`src/include/reg_chain_pkg.sv`:
```
// Purpose: shared constants for the register-chain bus master
// Assumes: single 10 MHz clock shared with the peripheral chain
// Notes:   widths and counts fixed by the bus definition
package reg_chain_pkg;
    localparam int          ADDR_W        = 10;
    localparam int          DATA_W        = 32;
    localparam int          SPLIT_HALF_W  = 5;
    // processor cycles a request may wait for an acknowledge
    localparam int          TIMEOUT_CYC   = 64;
    localparam int          TIMER_W       = 6;
    localparam logic [5:0]  TIMER_LAST    = 6'(TIMEOUT_CYC - 1);
    // clock period, for reference when reading waveforms
    localparam int          CLK_PERIOD_NS = 100;
    localparam logic [31:0] WDATA_RESET   = 32'h0000_0000;
    localparam logic [31:0] WDATA_READ    = 32'h0000_0000;
    localparam logic [9:0]  ADDR_RESET    = 10'h000;

    typedef enum logic [2:0] {
        IDLE_S,
        ADDR_S,
        REQ_S,
        HOLD_S
    } master_state_t;

    // split number field holds the two halves of the number swapped
    function automatic logic [ADDR_W-1:0] unsplit_number(
        input logic [ADDR_W-1:0] split_field
    );
        unsplit_number = {split_field[SPLIT_HALF_W-1:0],
                          split_field[ADDR_W-1:SPLIT_HALF_W]};
    endfunction : unsplit_number
endpackage : reg_chain_pkg

```
`src/design/access_timer.sv`:
```
// Purpose: counts request cycles for the access timeout
// Assumes: clear_in and run_in never high together
// Notes:   expired_out is high in the last allowed request cycle
`timescale 1ns/10ps
module access_timer
    import reg_chain_pkg::*;
(
    // clock and reset
    input  wire logic              clk_in,
    input  wire logic              arst_n_in,
    // control
    input  wire logic              clear_in,
    input  wire logic              run_in,
    // status
    output logic                   expired_out
);
    logic [TIMER_W-1:0] count_q;
    logic [TIMER_W-1:0] count_d;

    assign count_d     = clear_in ? '0 : (run_in ? count_q + 6'h01 : count_q);
    assign expired_out = (count_q == TIMER_LAST);

    always_ff @(posedge clk_in or negedge arst_n_in)
    begin
        if (!arst_n_in)
        begin
            count_q <= '0;
        end
        else
        begin
            count_q <= count_d;
        end
    end
endmodule : access_timer

```
`src/design/reg_chain_master.sv`:
```
// Purpose: master end of the device-control register chain bus
// Assumes: chain ack and read data are synchronous to clk_in
// Notes:   works with either ack style and either hard-wired mode
//
// Functional notes
// - 10-bit address out, separate 32-bit write-data out and read-data in.
// - this master alone drives address and separate read and write requests.
// - each access takes at least three cycles, address to handshake end.
// - no ack within 64 request cycles ends the access silently.
// - address is driven one cycle before the request rises.
// - request falls two cycles after the ack is seen high.
// - request is withdrawn only on ack or timeout.
// - both requests stay low during reset.
// - write-data bus is zero during reset.
// - address stable per access; new one after ack low one cycle.
// - address carries the plain register number, not the split field.
// - write data on writes, zeros on reads.
// - read data is captured while the ack is high.
// - read and write requests are never high together.
`timescale 1ns/10ps
module reg_chain_master
    import reg_chain_pkg::*;
(
    // clock and reset
    input  wire logic              clk_in,
    input  wire logic              arst_n_in,
    // command side
    input  wire logic              cmd_valid_in,
    input  wire logic              cmd_write_in,
    input  wire logic              cmd_split_in,
    input  wire logic [ADDR_W-1:0] cmd_addr_in,
    input  wire logic [DATA_W-1:0] cmd_wdata_in,
    output logic                   cmd_ready_out,
    output logic                   done_out,
    output logic                   timeout_out,
    output logic [DATA_W-1:0]      rdata_out,
    // register chain bus, 10-bit address, split 32-bit data
    output logic                   reg_read_request_out,
    output logic                   reg_write_request_out,
    output logic [ADDR_W-1:0]      reg_address_out,
    output logic [DATA_W-1:0]      reg_write_data_out,
    input  wire logic              reg_access_ack_in,
    input  wire logic [DATA_W-1:0] reg_read_data_in
);
    master_state_t     state_q;
    master_state_t     state_d;
    logic              write_q;
    logic              rd_req_q;
    logic              wr_req_q;
    logic [ADDR_W-1:0] addr_q;
    logic [DATA_W-1:0] wdata_q;
    logic [DATA_W-1:0] rdata_q;
    logic              done_q;
    logic              timeout_q;
    logic              ready_q;
    logic              expired;

    wire               can_accept = (state_q == IDLE_S) || (state_q == HOLD_S);
    // a new address only once the ack has been low for a whole cycle
    wire               take_cmd   = can_accept && ready_q && cmd_valid_in
                                    && !reg_access_ack_in;
    wire               acked      = (state_q == REQ_S) && reg_access_ack_in;
    wire               timed_out  = (state_q == REQ_S) && !reg_access_ack_in && expired;
    wire [ADDR_W-1:0]  plain_addr = cmd_split_in ? unsplit_number(cmd_addr_in) : cmd_addr_in;
    wire               req_any_d  = (state_d == REQ_S) || (state_d == HOLD_S);

    always_comb
    begin
        state_d = state_q;
        case (state_q)
            IDLE_S:
            begin
                if (take_cmd)
                    state_d = ADDR_S;
            end
            ADDR_S:
            begin
                state_d = REQ_S;
            end
            // only ack or timeout ends it
            REQ_S:
            begin
                if (acked)
                    state_d = HOLD_S;
                else if (timed_out)
                    state_d = IDLE_S;
            end
            HOLD_S:
            begin
                state_d = take_cmd ? ADDR_S : IDLE_S;
            end
            default:
            begin
                state_d = IDLE_S;
            end
        endcase
    end

    access_timer u_timer (
        .clk_in      (clk_in),
        .arst_n_in   (arst_n_in),
        .clear_in    (state_q != REQ_S),
        .run_in      (state_q == REQ_S),
        .expired_out (expired)
    );

    always_ff @(posedge clk_in or negedge arst_n_in)
    begin
        if (!arst_n_in)
        begin
            state_q  <= IDLE_S;
            rd_req_q <= 1'b0;
            wr_req_q <= 1'b0;
            ready_q  <= 1'b0;
        end
        else
        begin
            state_q  <= state_d;
            rd_req_q <= req_any_d && !(take_cmd ? cmd_write_in : write_q);
            wr_req_q <= req_any_d && (take_cmd ? cmd_write_in : write_q);
            ready_q  <= (state_d == IDLE_S) || (state_d == HOLD_S);
        end
    end

    always_ff @(posedge clk_in or negedge arst_n_in)
    begin
        if (!arst_n_in)
        begin
            write_q <= 1'b0;
            addr_q  <= ADDR_RESET;
            wdata_q <= WDATA_RESET;
        end
        else if (take_cmd)
        begin
            write_q <= cmd_write_in;
            addr_q  <= plain_addr;
            wdata_q <= cmd_write_in ? cmd_wdata_in : WDATA_READ;
        end
        else if (state_d == IDLE_S)
        begin
            wdata_q <= WDATA_RESET;
        end
    end

    // timeout ends quietly apart from a status pulse for the command side
    always_ff @(posedge clk_in or negedge arst_n_in)
    begin
        if (!arst_n_in)
        begin
            rdata_q   <= '0;
            done_q    <= 1'b0;
            timeout_q <= 1'b0;
        end
        else
        begin
            done_q    <= acked;
            timeout_q <= timed_out;
            if (acked && !write_q)
                rdata_q <= reg_read_data_in;
        end
    end

    // sole master drives address and requests
    assign cmd_ready_out         = ready_q;
    assign done_out              = done_q;
    assign timeout_out           = timeout_q;
    assign rdata_out             = rdata_q;
    assign reg_read_request_out  = rd_req_q;
    assign reg_write_request_out = wr_req_q;
    assign reg_address_out       = addr_q;
    assign reg_write_data_out    = wdata_q;

    // helper: length of the current request
    wire       req_any = rd_req_q || wr_req_q;
    logic [7:0] req_len_q;
    always_ff @(posedge clk_in or negedge arst_n_in)
    begin
        if (!arst_n_in)
            req_len_q <= '0;
        else
            req_len_q <= req_any ? req_len_q + 8'h01 : 8'h00;
    end
endmodule : reg_chain_master

```
`config.mk`:
```
export PLATFORM = sky130hd
export DESIGN_NAME = reg_chain_master
export DESIGN_NICKNAME = d
export VERILOG_FILES = /design/src/include/reg_chain_pkg.sv /design/src/design/access_timer.sv /design/src/design/reg_chain_master.sv
export SDC_FILE = /design/constraint.sdc
export NUM_CORES = 1
export LEC_CHECK = 0
export ABC_AREA = 0
export BUFFER_PORTS_ARGS = -buffer_cell sky130_fd_sc_hd__buf_4
export CAP_MARGIN = 20
export CELL_PAD_IN_SITES_DETAIL_PLACEMENT = 0
export CELL_PAD_IN_SITES_GLOBAL_PLACEMENT = 1
export CORE_MARGIN = 2
export CORE_UTILIZATION = 30
export CTS_CLUSTER_SIZE = 16
export DETAILED_ROUTE_END_ITERATION = 12
export PLACE_DENSITY_LB_ADDON = 0.1
export SYNTH_ARGS = -nofsm -noshare
export SYNTH_HDL_FRONTEND = slang
export SYNTH_HIERARCHICAL = 1
export SYNTH_SLANG_ARGS = --single-unit
```
`constraint.sdc`:
```
create_clock -name clk_in -period 3.5 [get_ports clk_in]
set_input_delay 0.7 -clock clk_in [delete_from_list [all_inputs] [get_ports clk_in]]
set_output_delay 0.7 -clock clk_in [all_outputs]
set_load 0.02 [all_outputs]
```
* Word-level counts from Yosys, hierarchy flattened
Cells that the tools add are included.
** Operators by class
- Shifts and indexed selects :: 0
- $mul :: 0
- Bitwise gates (word level) :: 0
- Divide/modulo/power cells :: 0
- Multiplexer cells :: 12
- Add/sub/neg operators :: 1
- Reductions and logical operators :: 19
- Eq/ne operators :: 7
- Magnitude comparators :: 0
** Operators with widths (number)
- $mux W32 :: 3
- $eq A3 B2 Y1 const B :: 4
- $mux W6 :: 2
- $pmux W3 S4 :: 1
- $mux W10 :: 1
- $logic_and A1 B1 Y1 :: 9
- $mux W3 :: 3
- $add A6 B1 Y6 const B :: 1
- $eq A6 B6 Y1 const B :: 1
- $logic_not A3 Y1 :: 2
- $reduce_bool A2 Y1 :: 2
- $eq A3 B1 Y1 const B :: 1
- $logic_not A1 Y1 :: 3
- $logic_or A1 B1 Y1 :: 3
- $ne A3 B2 Y1 const B :: 1
- $mux W1 :: 2
** Word-level totals
- ROM bits :: 0
- Flip-flop bits (word level) :: 89
- Latch bits :: 0
- Output and inout port bits :: 79
- Word-level logic and storage cells :: 50
- Bits of input ports :: 80
- Bits in writable memories :: 0
- Memories :: 0

* Depth between registers and ports, before layout
- Depth in word-level cells :: 10
- Depth in mapped cells :: 8
- Depth with buffers taken out :: 7

* Hierarchy
The synthesis kept the hierarchy.
** Modules (own cells, without submodules)
- reg_chain_master :: seq. area each 2077.0 um2, cells an instance 213, area each 3313.2 um2, instances 1
- access_timer :: seq. area each 150.1 um2, cells an instance 28, area each 281.5 um2, instances 1

* Worst setup path after synthesis
Ideal clock, no wire load.
- Path kind :: input-to-reg
- From :: input port cmd_valid_in
- To :: register wr_req_q, in the netlist reg_write_request_out
- Data arrival time :: 1597 ps
- Data required time :: 3381 ps
- Slack :: 1784 ps
- Buffers on the path :: 0
- Stages :: 4
- Path through :: nand2_1 -> or4_4 -> a21o_1 -> and2_1
** On the way
- Cells in the longest elaborated chain, start to end :: 7
- Elaborated cells between the ends (all ways) :: 10
- Classes of those cells :: eq/ne: 2; mux: 4; reduce/logical: 4
** Ends and longest elaborated chain
- start: declaration :: line reg_chain_master.sv:28 : input wire logic cmd_valid_in,
- $logic_and A1 B1 Y1 (*) :: line reg_chain_master.sv:60 : wire take_cmd = can_accept && ready_q && cmd_valid_in
- $logic_and A1 B1 Y1 (*) :: line reg_chain_master.sv:61 : && !reg_access_ack_in;
- $mux W1 / $mux W3 (equally long branches) :: line reg_chain_master.sv:90, reg_chain_master.sv:73
- $pmux W3 S4 :: line reg_chain_master.sv:70 : case (state_q)
- $eq A3 B2 Y1 :: line reg_chain_master.sv:65 : wire req_any_d = (state_d == REQ_S) || (state_d == HOLD_S);
- $logic_or A1 B1 Y1 :: line reg_chain_master.sv:65
- $logic_and A1 B1 Y1 (*) :: line reg_chain_master.sv:120 : wr_req_q <= req_any_d && (take_cmd ? cmd_write_in : write_q);
- end signal: assignment :: line reg_chain_master.sv:120
- end: declaration :: line reg_chain_master.sv:49 : logic wr_req_q;
Mark *: on every way between the ends. The rest lies on a longest branch, timed or not.
A chain may end at the register's enable or synchronous reset.

* Worst setup path after layout
- From :: register state_q[2]
- To :: register rdata_q[1], in the netlist rdata_out[1]
** On the way
- Cells in the longest elaborated chain, start to end :: 3
** Ends and longest elaborated chain
- start: declaration :: line reg_chain_master.sv:45 : master_state_t state_q;
- start signal: assignment :: line reg_chain_master.sv:118 : state_q <= state_d;
- $eq A3 B2 Y1 :: line reg_chain_master.sv:62 : wire acked = (state_q == REQ_S) && reg_access_ack_in;
- $logic_and A1 B1 Y1 :: line reg_chain_master.sv:62
- $logic_and A1 B1 Y1 :: line reg_chain_master.sv:158 : if (acked && !write_q)
- end signal: assignment :: line reg_chain_master.sv:159 : rdata_q <= reg_read_data_in;
- end: declaration :: line reg_chain_master.sv:52 : logic [DATA_W-1:0] rdata_q;
No other way between the ends.

==> load_flow_metrics.sql <==
INSERT INTO impl_metrics (metric_group, metric, value, unit) VALUES
('floorplanning', 'count_of_boundary_i_o_pins', '159', ''),
('setup_path', 'critPathLaunch', 'state_q[2]', ''),
('setup_path', 'cpPeakStageDelay', '0.63', 'ns'),
('synthesis', 'synth_top_cell_by_area', 'sky130_fd_sc_hd__dfrtp_1', ''),
('cells_and_area', 'nets', '480', ''),
('timing', 'rsz0062_at_grt', 'false', ''),
('drt', 'dr.pass1.iters', '4', ''),
('cells_and_area', 'n_antenna_cell', '0', ''),
('cts', 'clock_sink_count', '89', ''),
('synthesis', 'mappedNetlistArea', '3590', 'sq um'),
('synthesis', 'mappedNetlistNets', '322', ''),
('setup_path', 'cp_slowest_cell', 'sky130_fd_sc_hd__nor2_8', ''),
('timing', 'hold-worst-slack', '0.389', 'ns'),
('synthesis', 'synth.avg_cell_area', '14.9', 'sq um'),
('synthesis', 'synth-seq-cells', '89', ''),
('synthesis', 'postSynth.topFlopCell', 'sky130_fd_sc_hd__dfrtp_1', ''),
('floorplanning', 'die_area', '12900', 'sq um'),
('cts', 'htree_levels', '3', ''),
('setup_path', 'critical_path.cell_chain', 'nor3b_2, nand2_2, nor2_8, mux2_2', ''),
('floorplanning', 'dieHeight', '113', 'um'),
('placed_design', 'port_buffers', '158', ''),
('synthesis', 'netlist_top_cells_area', 'sky130_fd_sc_hd__dfrtp_1 62%, sky130_fd_sc_hd__mux2_4 13%, sky130_fd_sc_hd__a22o_1 7.8%', ''),
('flow_run', 'max_cap_violations', '0', ''),
('synthesis', 'synth-seq-area-share', '62.0', '%'),
('timing', 'max_freq', '426', 'MHz'),
('cts', 'ctsResizeCount', '0', ''),
('cts', 'tritoncts', 'done', ''),
('setup_path', 'worst_ep_arrival_time', '2.57', 'ns'),
('cells_and_area', 'final_non_filler_cell_area', '5190', 'sq um'),
('timing', 'worst-slew-pin-transition', '0.778', 'ns'),
('synthesis', 'post-synth-top-area-fraction', '62.0', '%'),
('pwr', 'combinationalPowerShare', '27.2', '%'),
('global_routing', 'globalRoute.totalOverflow', '0', ''),
('setup_path', 'r2r_slack', '1.15', 'ns'),
('cells_and_area', 'drive_gt1_share', '53.6', '%'),
('pwr', 'pd_cells', '642', 'nW/um^2'),
('floorplanning', 'die_w', '113', 'um'),
('global_routing', 'grt_pass1_vias', '2584', ''),
('drt', 'num_vias', '2462', ''),
('timing', 'finalMaxSlewViolations', '0', ''),
('setup_path', 'worstReg2RegEnd', 'rdata_out[1]', ''),
('cts', 'clk_latency', '0.33', 'ns'),
('synthesis', 'number_of_instances_in_the_synthesized_netlist', '241', ''),
('setup_path', 'worstSetupPathType', 'flip-flop to flip-flop', ''),
('setup_path', 'critPathMaxFanout', '32', ''),
('min_path', 'worst_min_delay_path_class', 'input pin to async pin', ''),
('global_routing', 'antenna_found_initial', '0', ''),
('pwr', 'peakVddDrop', '0.000219', 'V'),
('cts', 'post_cts.repair.setup_buffers', '0', ''),
('cells_and_area', 'areaGrowthSynthToFinish', '44.4', '%'),
('placed_design', 'detailed_place_hpwl', '5920', 'um'),
('status', 'run_status', 'finished, final reports clean', ''),
('setup_path', 'critical-path-top-delay-family', 'simple AND/OR/NAND/NOR gates', ''),
('timing', 'worst_setup_slack_final', '1.15', 'ns'),
('setup_path', 'worst-r2r-cell-count', '4', ''),
('synthesis', 'yosysWarningCount', '6', ''),
('pwr', 'p_leak', '2.69', 'nW'),
('cells_and_area', 'multi_input_area', '1220', 'sq um'),
('placed_design', 'post_dp_cell_area', '4850', 'sq um'),
('timing', 'slew-limit-headroom', '48.2', '%'),
('setup_path', 'rr_startpoint', 'state_q[2]', ''),
('synthesis', 'synth.top_cells.by_count', '89 x sky130_fd_sc_hd__dfrtp_1, 32 x sky130_fd_sc_hd__a22o_1, 30 x sky130_fd_sc_hd__mux2_4, 15 x sky130_fd_sc_hd__nand2_1, 12 x sky130_fd_sc_hd__o21ai_0', ''),
('cts', 'path_clk_slew', '0.06', 'ns'),
('setup_path', 'cp-end-kind', 'flip-flop', ''),
('cts', 'cts_buffer_depth', '2', ''),
('placed_design', 'setup_ws_pre_cts', '1.14', 'ns'),
('floorplanning', 'initial_utilization', '31.1', '%'),
('drt', 'drt_first_iter_violations', '120', ''),
('global_routing', 'pin_count_of_the_biggest_net_entering_global_routing', '50', ''),
('synthesis', 'synth-edff-count', '0', ''),
('pwr', 'power_frac_seq', '39.8', '%');
placed cells by master (no fill, tap or decap), types with 2 or more instances in the layout:
cell	count
sky130_fd_sc_hd__a22o_1	32
sky130_fd_sc_hd__buf_4	161
sky130_fd_sc_hd__bufinv_16	3
sky130_fd_sc_hd__clkbuf_16	9
sky130_fd_sc_hd__dfrtp_1	89
sky130_fd_sc_hd__inv_1	2
sky130_fd_sc_hd__mux2_2	2
sky130_fd_sc_hd__mux2_4	30
sky130_fd_sc_hd__mux2i_1	11
sky130_fd_sc_hd__nand2_1	15
sky130_fd_sc_hd__nand3_1	2
sky130_fd_sc_hd__nand4_1	2
sky130_fd_sc_hd__nor2_1	8
sky130_fd_sc_hd__o21ai_0	12
sky130_fd_sc_hd__xor2_1	4
cell type report:
| class | instances | area share, % |
|---|---|---|
| clock buffer | 10 | 4.60 |
| clock inverter | 5 | 2.00 |
| inverter | 2 | 0.145 |
| multi-input combinational | 136 | 23.6 |
| sequential | 89 | 42.9 |
| tap | 143 | 3.45 |
| timing repair buffer | 161 | 23.3 |
stage by stage:
stage,cells,power (mW),utilization (%)
6_report,546,3.33,44.9
2_1_floorplan,241,1.82,-
3_5_place_dp,531,2.26,41.9
3_3_place_gp,531,2.25,41.9
4_1_cts,546,3.38,44.9
5_1_grt,546,3.49,44.9
worst max path at each step:
stage          slack [ns]  cells past startpoint                    end
4_1_cts              1.13                      4           rdata_out[1]
5_1_grt              0.97                      4           rdata_out[1]
3_3_place_gp         1.20                      4           rdata_out[1]
3_5_place_dp         1.14                      4           rdata_out[1]
6_report             1.15                      4           rdata_out[1]
2_1_floorplan        1.78                      4  reg_write_request_out
registers in the layout, indices dropped and copies added (netlist names):
register / flops
rdata_out: 32
write_q: 1
reg_write_data_out: 32
cmd_ready_out: 1
reg_write_request_out: 1
reg_address_out: 10
timeout_out: 1
state_q: 3
reg_read_request_out: 1
done_out: 1
u_timer/count_q: 6
metal layers:
| layer | part of all wire (%) | wire length [um] | global-route usage, % |
|---|---|---|---|
| met1 | 47 | 3900 | 18.3 |
| met2 | 43 | 3580 | 19.0 |
| met3 | 7.4 | 610 | 4.20 |
| met4 | 2.1 | 170 | 5.69 |
| met5 | 0 | 0 | 0 |
power groups by stage:
| stage | clock, mW | sequential, mW | combinational (mW) |
|---|---|---|---|
| 2_1_floorplan | 0 | 1.56 | 0.266 |
| 5_1_grt | 1.18 | 1.35 | 0.963 |
| 3_5_place_dp | 0 | 1.34 | 0.917 |
| 3_3_place_gp | 0 | 1.34 | 0.909 |
| 6_report | 1.10 | 1.32 | 0.905 |
| 4_1_cts | 1.14 | 1.33 | 0.918 |
cells by family after synthesis:
family,synth area share (%)
flops,62.0
compound gates,10.1
mux,16.2
simple gates,6.13
buf+inv,3.97
xor+xnor,1.22
fa+ha+maj,0.348
other cells,0.104
Power figures use the tool's default switching activity.
